$ cat src/rtl/pid_pkg.sv
// constants and register map of the protect/inhibit digital port
package pid_pkg;
    // register byte offsets
    localparam logic [3:0] OFS_CTRL = 4'h0;
    localparam logic [3:0] OFS_DIO = 4'h4;
    localparam logic [3:0] OFS_STAT = 4'h8;
    localparam logic [3:0] OFS_CLEAR = 4'hC;
    localparam logic [4:0] OFS_IRQ_STAT = 5'h10;
    localparam logic [4:0] OFS_IRQ_MASK = 5'h14;
    // control fields
    localparam int CTRL_MODE = 0;
    localparam int CTRL_INHIBIT_LO = 1;
    localparam int CTRL_FIE = 3;
    localparam int CTRL_SRC_LO = 4;
    localparam logic [5:0] CTRL_RESET = 6'h00;
    localparam logic [2:0] DIO_RESET = 3'h7;
    // mode encodings
    localparam logic MODE_INHIBIT_FAULT = 1'b0;
    localparam logic MODE_THREE_BIT_IO = 1'b1;
    // remote inhibit setting encodings
    localparam logic [1:0] INHIBIT_OFF = 2'h0;
    localparam logic [1:0] INHIBIT_LIVE = 2'h1;
    localparam logic [1:0] INHIBIT_LATCHING = 2'h2;
    // fault source encodings
    localparam logic [1:0] SRC_SERVICE_REQ = 2'h0;
    localparam logic [1:0] SRC_EVENT_STAT = 2'h1;
    localparam logic [1:0] SRC_OPERATION = 2'h2;
    localparam logic [1:0] SRC_QUESTIONABLE = 2'h3;
    // status fields
    localparam int STAT_OUT_EN = 0;
    localparam int STAT_LATCHED = 1;
    localparam int STAT_INHIBIT_PIN = 2;
    localparam int STAT_FAULT = 3;
    localparam int STAT_PINS_LO = 4;
    // interrupt bits
    localparam int IRQ_INHIBIT = 0;
    localparam int IRQ_FAULT = 1;
    localparam int IRQ_PIN_CHANGE = 2;
    // port pin roles in inhibit-and-fault mode
    localparam int PIN_FAULT = 0;
    localparam int PIN_INHIBIT = 2;
    // bus handshake states
    typedef enum logic [1:0] {
        BUS_IDLE = 2'b01,
        BUS_DONE = 2'b10
    } pid_bus_t;
endpackage

$ cat src/rtl/pid_port.sv
// protect/inhibit digital port with avalon-mm register slave
`timescale 1ns/1ps
`default_nettype none
module pid_port (
    // clock, reset, enable
    input wire logic clk,
    input wire logic rst,
    input wire logic ce,
    // avalon-mm slave
    input wire logic [4:0] avs_address,
    input wire logic avs_read,
    input wire logic avs_write,
    input wire logic [31:0] avs_writedata,
    output logic [31:0] avs_readdata,
    output logic avs_waitrequest,
    // internal status summaries
    input wire logic service_request_summary,
    input wire logic event_status_summary,
    input wire logic operation_status_summary,
    input wire logic questionable_status_summary,
    // port pins, open drain
    input wire logic [2:0] port_in,
    output logic [2:0] port_out,
    output logic [2:0] port_oe,
    // source output control and interrupt
    output logic source_output_enable,
    output logic irq
);
    logic [5:0] ctrl;
    logic [2:0] dio_value;
    logic [2:0] irq_stat;
    logic [2:0] irq_mask;
    logic inhibit_latched;
    logic fault_act;
    logic inhibit_prev;
    logic [2:0] pins_prev;
    pid_pkg::pid_bus_t bus_state;

    logic mode_io;
    logic [1:0] inhibit_set;
    logic fie;
    logic [1:0] src_sel;
    logic inhibit_input;
    logic inhibit_active;
    logic fault_now;
    logic bus_req;
    logic bus_go;
    logic wr_go;
    logic clear_hit;
    logic [31:0] rd_mux;
    logic [2:0] next_irq_stat;
    logic next_out_en;

    // pick one internal summary by select code
    function automatic logic pick_summary(input logic [1:0] sel,
                                          input logic [3:0] sums);
        unique case (sel)
            pid_pkg::SRC_SERVICE_REQ: pick_summary = sums[0];
            pid_pkg::SRC_EVENT_STAT: pick_summary = sums[1];
            pid_pkg::SRC_OPERATION: pick_summary = sums[2];
            pid_pkg::SRC_QUESTIONABLE: pick_summary = sums[3];
        endcase
    endfunction

    // byte offset compare, shared by every decode
    function automatic logic hit(input logic [4:0] addr,
                                 input logic [4:0] ofs);
        hit = (addr == ofs);
    endfunction

    // control field split
    assign mode_io = ctrl[pid_pkg::CTRL_MODE];
    assign inhibit_set = ctrl[pid_pkg::CTRL_INHIBIT_LO +: 2];
    assign fie = ctrl[pid_pkg::CTRL_FIE];
    assign src_sel = ctrl[pid_pkg::CTRL_SRC_LO +: 2];
    assign inhibit_input = port_in[pid_pkg::PIN_INHIBIT];

    // inhibit is asserted low, only in inhibit mode with setting on;
    // spare code 3 acts as off, so it raises no onset event either
    assign inhibit_active =
        (mode_io == pid_pkg::MODE_INHIBIT_FAULT) &&
        (inhibit_set == pid_pkg::INHIBIT_LIVE ||
         inhibit_set == pid_pkg::INHIBIT_LATCHING) &&
        !inhibit_input;

    // fault request from the selected summary
    assign fault_now = (mode_io == pid_pkg::MODE_INHIBIT_FAULT) &&
                       fie &&
                       pick_summary(src_sel,
                                    {questionable_status_summary,
                                     operation_status_summary,
                                     event_status_summary,
                                     service_request_summary});

    // bus decode; the access completes on the edge where wait is low
    assign bus_req = avs_read || avs_write;
    assign bus_go = bus_req && !avs_waitrequest;
    assign wr_go = bus_go && avs_write;
    assign clear_hit = wr_go && hit(avs_address, {1'b0, pid_pkg::OFS_CLEAR})
                       && avs_writedata[0];

    // read mux, unmapped reads give zero
    always_comb begin
        rd_mux = 32'h0000_0000;
        if (hit(avs_address, {1'b0, pid_pkg::OFS_CTRL})) begin
            rd_mux[5:0] = ctrl;
        end else if (hit(avs_address, {1'b0, pid_pkg::OFS_DIO})) begin
            rd_mux[2:0] = mode_io ? port_in : dio_value;
        end else if (hit(avs_address, {1'b0, pid_pkg::OFS_STAT})) begin
            rd_mux[pid_pkg::STAT_OUT_EN] = source_output_enable;
            rd_mux[pid_pkg::STAT_LATCHED] = inhibit_latched;
            rd_mux[pid_pkg::STAT_INHIBIT_PIN] = inhibit_input;
            rd_mux[pid_pkg::STAT_FAULT] = fault_act;
            rd_mux[pid_pkg::STAT_PINS_LO +: 3] = port_in;
        end else if (hit(avs_address, pid_pkg::OFS_IRQ_STAT)) begin
            rd_mux[2:0] = irq_stat;
        end else if (hit(avs_address, pid_pkg::OFS_IRQ_MASK)) begin
            rd_mux[2:0] = irq_mask;
        end
    end

    // one wait cycle per access keeps read data registered
    always_ff @(posedge clk or posedge rst) begin
        if (rst) begin
            bus_state <= pid_pkg::BUS_IDLE;
            avs_waitrequest <= 1'b1;
            avs_readdata <= 32'h0000_0000;
        end else if (ce) begin
            unique case (bus_state)
                pid_pkg::BUS_IDLE: begin
                    if (bus_req) begin
                        bus_state <= pid_pkg::BUS_DONE;
                        avs_waitrequest <= 1'b0;
                        avs_readdata <= avs_read ? rd_mux : 32'h0000_0000;
                    end
                end
                pid_pkg::BUS_DONE: begin
                    bus_state <= pid_pkg::BUS_IDLE;
                    avs_waitrequest <= 1'b1;
                end
                default: begin
                    bus_state <= pid_pkg::BUS_IDLE;
                    avs_waitrequest <= 1'b1;
                end
            endcase
        end
    end

    // host settings; reset puts the port in inhibit-and-fault mode
    always_ff @(posedge clk or posedge rst) begin
        if (rst) begin
            ctrl <= pid_pkg::CTRL_RESET;
            dio_value <= pid_pkg::DIO_RESET;
            irq_mask <= 3'h0;
        end else if (ce && wr_go) begin
            if (hit(avs_address, {1'b0, pid_pkg::OFS_CTRL})) begin
                ctrl <= avs_writedata[5:0];
            end
            if (hit(avs_address, {1'b0, pid_pkg::OFS_DIO})) begin
                dio_value <= avs_writedata[2:0];
            end
            if (hit(avs_address, pid_pkg::OFS_IRQ_MASK)) begin
                irq_mask <= avs_writedata[2:0];
            end
        end
    end

    // latch: set beats clear so a fresh inhibit is never lost
    always_ff @(posedge clk or posedge rst) begin
        if (rst) begin
            inhibit_latched <= 1'b0;
        end else if (ce) begin
            if (inhibit_active &&
                inhibit_set == pid_pkg::INHIBIT_LATCHING) begin
                inhibit_latched <= 1'b1;
            end else if (clear_hit) begin
                inhibit_latched <= 1'b0;
            end
        end
    end

    // output enable; the latch only counts in inhibit mode
    always_comb begin
        next_out_en = 1'b1;
        if (mode_io == pid_pkg::MODE_INHIBIT_FAULT) begin
            if (inhibit_set == pid_pkg::INHIBIT_LIVE) begin
                next_out_en = !inhibit_active;
            end else if (inhibit_set == pid_pkg::INHIBIT_LATCHING) begin
                next_out_en = !inhibit_active && !inhibit_latched;
            end
        end
    end

    // registered outputs; fault is not latched, it follows the summary
    always_ff @(posedge clk or posedge rst) begin
        if (rst) begin
            source_output_enable <= 1'b1;
            fault_act <= 1'b0;
        end else if (ce) begin
            source_output_enable <= next_out_en;
            fault_act <= fault_now;
        end
    end

    // pins: open drain, a zero bit pulls low, a one releases high
    always_ff @(posedge clk or posedge rst) begin
        if (rst) begin
            port_out <= 3'h0;
            port_oe <= 3'h0;
        end else if (ce) begin
            port_out <= 3'h0;
            if (mode_io == pid_pkg::MODE_THREE_BIT_IO) begin
                port_oe <= ~dio_value;
            end else begin
                port_oe <= 3'h0;
                port_oe[pid_pkg::PIN_FAULT] <= fault_now;
            end
        end
    end

    // event detection for interrupts
    always_comb begin
        next_irq_stat = irq_stat;
        if (wr_go && hit(avs_address, pid_pkg::OFS_IRQ_STAT)) begin
            next_irq_stat = irq_stat & ~avs_writedata[2:0];
        end
        // sets come after the clear so they win
        if (inhibit_active && !inhibit_prev) begin
            next_irq_stat[pid_pkg::IRQ_INHIBIT] = 1'b1;
        end
        if (fault_now && !fault_act) begin
            next_irq_stat[pid_pkg::IRQ_FAULT] = 1'b1;
        end
        if (mode_io && port_in != pins_prev) begin
            next_irq_stat[pid_pkg::IRQ_PIN_CHANGE] = 1'b1;
        end
    end

    // sticky status and level interrupt, edge history beside them
    always_ff @(posedge clk or posedge rst) begin
        if (rst) begin
            irq_stat <= 3'h0;
            irq <= 1'b0;
            inhibit_prev <= 1'b0;
            pins_prev <= 3'h0;
        end else if (ce) begin
            irq_stat <= next_irq_stat;
            irq <= |(next_irq_stat & irq_mask);
            inhibit_prev <= inhibit_active;
            pins_prev <= port_in;
        end
    end
endmodule
`default_nettype wire

$ cat config.mk
export PLATFORM = sky130hd
export DESIGN_NAME = pid_port
export DESIGN_NICKNAME = d
export VERILOG_FILES = /design/src/rtl/pid_pkg.sv /design/src/rtl/pid_port.sv
export SDC_FILE = /design/constraint.sdc
export NUM_CORES = 1
export LEC_CHECK = 0
export BUFFER_PORTS_ARGS = -buffer_cell sky130_fd_sc_hd__buf_2
export CELL_PAD_IN_SITES_DETAIL_PLACEMENT = 1
export CELL_PAD_IN_SITES_GLOBAL_PLACEMENT = 1
export CORE_MARGIN = 2
export CORE_UTILIZATION = 35
export DETAILED_ROUTE_END_ITERATION = 7
export MAX_ROUTING_LAYER = met4
export PLACE_DENSITY = 0.81
export SYNTH_ARGS = -nofsm -noshare
export SYNTH_HDL_FRONTEND = slang
export SYNTH_SLANG_ARGS = --single-unit
$ cat constraint.sdc
create_clock -name clk -period 2 [get_ports clk]
set_clock_uncertainty 0.15 [all_clocks]
set_input_delay 0.3 -clock clk [delete_from_list [all_inputs] [get_ports clk]]
set_output_delay 0.3 -clock clk [all_outputs]
set_load 0.02 [all_outputs]
==> flow_summary.yaml <==
detailed_routing:
  route.detailed.drc: 0
  via_per_inst: 5.01
  drtAntennaViolNets: 0
  vias: 1572
  routedWlPerCell_um: 15.9
  drt_first_pass_iters: 4
  drtIter0Drc: 47
  routed_wl_um: 5000
yosys:
  synth_edf_count: 0
  netlist_instances: 193
  synth_most_common_cell: "dfrtp_1"
  synth_common_cells: "dfrtp_1 (30), buf_4 (28), nor2_1 (11)"
  yosysTopAreaCell: "dfrtp_1"
  ys_seq_elements: 35
  synth-async-reset-ratio_pct: 100
  yosys_most_used_dff: "dfrtp_1"
  avgSynthCellArea_um2: 10.8
  synthTopCellsByArea: "dfrtp_1 (36%), buf_4 (10%), dfstp_2 (6.3%)"
  yosys_warnings: 0
  synth.distinct_cells: 48
  synthesis.area_um2: 2080
  synth_seq_area_share_pct: 42.5
  netlist.area_leader.share_pct: 36.1
global_route:
  grt_overflow: 0
  grt_pass1_vias: 1592
  grt_first_pass_wirelength_um: 7910
  track_usage_pct: 16.7
  antenna_found_initial: 0
  grt_max_degree: 36
power:
  vdd_drop_max_mv: 0.237
  powerDensity_nw_per_um2: 782
  cellLeakagePower_uw: 0.00115
clock_tree:
  clock_sinks: 35
  cts_root_buf: "clkbuf_8"
  htree_levels: 2
  cts_buffers: 5
  clk_latency_ns: 0.29
  cts.clk_slew.worst_paths_ns: 0.07
  cts_tree: "done"
  clockBufferDepth: 2
  cts_setup_buffers: 0
layout:
  n_fill_cell: 700
  drive_above_1_share_pct: 32.6
  ff_latch_area_um2: 882
  fin_area_um2: 2370
  stdcell_count: 314
  fin_nets: 289
  diodes: 0
  multi_input_area_um2: 1020
  areaGrowthSynthToFinish_pct: 14.1
floorplan:
  dieHeight_um: 81.0
  coreArea_um2: 5820
  rows: 28
  die_x_um: 81.0
  design.die.area_um2: 6570
  io_pins: 90
  start_util_pct: 35.7
setup_path:
  cp_cell_sequence: "inv_1 > ha_1 > or4b_4 > o32ai_1 > nor4_1 > nand3_1"
  crit_family: "simple AND/OR/NAND/NOR gates"
  cpPeakStageDelay_ns: 0.56
  crit_type: "flop to flop"
  r2r_cells: 6
  startpoint_type: "flop"
  cp.required_ns: 2.08
  r2r-end: "irq"
  cp.arrival_ns: 1.86
  r2r_start: "ctrl[1]"
  r2r_slack_ns: 0.22
  cpMaxStageDelayCell: "or4b_4"
  endpoint_kind: "flop"
  cp_max_fo: 4
  crit_buf_inv: 1
hold_path:
  whs_path_depth: 2
  hold_path_class: "primary input to flop"
  hold_start: "avs_writedata[3]"
  hold_end: "ctrl[3]"
timing:
  hold_violations: 0
  worst_pin_slew_ns: 0.632
  relSlewSlack_pct: 57.6
  timing.final.ws_setup_ns: 0.220
  finalSetupTns_ns: 0
  timing.final.crit_share_pct: 89.0
  max_freq_mhz: 562
  rsz0062_at_grt: "false"
  setup_viol: 0
  hold_ws_ns: 0.0886
  final_max_slew_viol_count: 0
  fin_crit_ns: 1.78
placed_design:
  place_congestion: 0.784
  hpwl_um: 3720
  pre_cts_ws_ns: 0.0671
  port_buffers: 35
  place_area_um2: 2260
  placed_cells: 305
job:
  cap_violations: 0
status:
  status: "completed"
cells in the final DEF (no fill, tap or decap), drive strengths merged, types with 3 or more instances in the layout:
master and n:
nor3 4, mux2 16, o2bb2ai 5, dfrtp 30
nor2 12, mux2i 8, buf 44, conb 28
inv 9, nor3b 4, nand3 6, xnor2 3
o21ai 4, nand2 9, a21oi 3, dfstp 5
nand2b 4, o22ai 4, a22o 3, clkbuf 7
a31oi 4
metal layers:
| metal | track usage [%] | wire length, um | vias to the layer above |
|---|---|---|---|
| met4 | 7.80 | 133 | 0 |
| met1 | 19.7 | 2140 | 783 |
| met5 | - | 0 | - |
| met3 | 3.78 | 231 | 13 |
| li1 | - | - | 727 |
| met2 | 27.2 | 2500 | 49 |
metrics by stage:
step / total power (uW) / utilization (%)
after floorplan: 1220 / -
after global placement: 1310 / 38.9
after detailed placement: 1320 / 38.9
after CTS: 1870 / 40.7
after global routing: 1960 / 40.7
final: 1850 / 40.7
sequential cells by signal, summed over array words and instances, names as in the netlist, 2 cells and up:
name          flops
bus_state         2
irq_mask          3
irq_stat          3
avs_readdata      7
dio_value         3
ctrl              6
port_oe           3
pins_prev         3
worst register-to-register path, cell delays in order (launching register included):
cell and delay [ns]:
dfrtp_1 0.34, inv_1 0.06, ha_1 0.31, or4b_4 0.56, o32ai_1 0.14, nor4_1 0.09
nand3_1 0.09
worst max-delay path by stage:
stage,start,to,slack [ns],cells after the start
2_1_floorplan,ctrl[1],irq,0.16,6
3_3_place_gp,ctrl[1],irq,0.08,6
3_5_place_dp,ctrl[1],irq,0.07,6
4_1_cts,ctrl[1],irq,0.05,6
5_1_grt,ctrl[1],irq,0.14,6
6_report,ctrl[1],irq,0.22,6
timing repair:
item | 4_1_cts | 5_1_grt
hold buffers | 1 | 0
hold endpoints to repair | 30 | 0
endpoints found under the setup margin | 0 | 1
resized for setup | 0 | 1
power by group:
group          switching (uW)  internal, uW
Sequential               79.5           811
Combinational             250           175
Clock                     259           278
cell families after synthesis:
family | count (synthesis) | synth area share, %
and+or+nand+nor | 48 | 14.6
xor gates and xnor gates | 3 | 1.27
adders and majority gates | 2 | 1.20
DFF | 35 | 42.5
muxes | 24 | 13.6
other | 1 | 0.181
AOI/OAI and AO/OA | 37 | 13.0
buffers and inverters | 43 | 13.7
final cells by class:
class	instances	share of cell area (%)
Clock inverter	1	0.211
Tap cell	75	3.96
Timing Repair Buffer	45	10.7
Sequential cell	35	37.2
Multi-Input combinational cell	142	42.9
Clock buffer	7	3.64
Inverter	9	1.43
(Power assumes the default switching activity.)
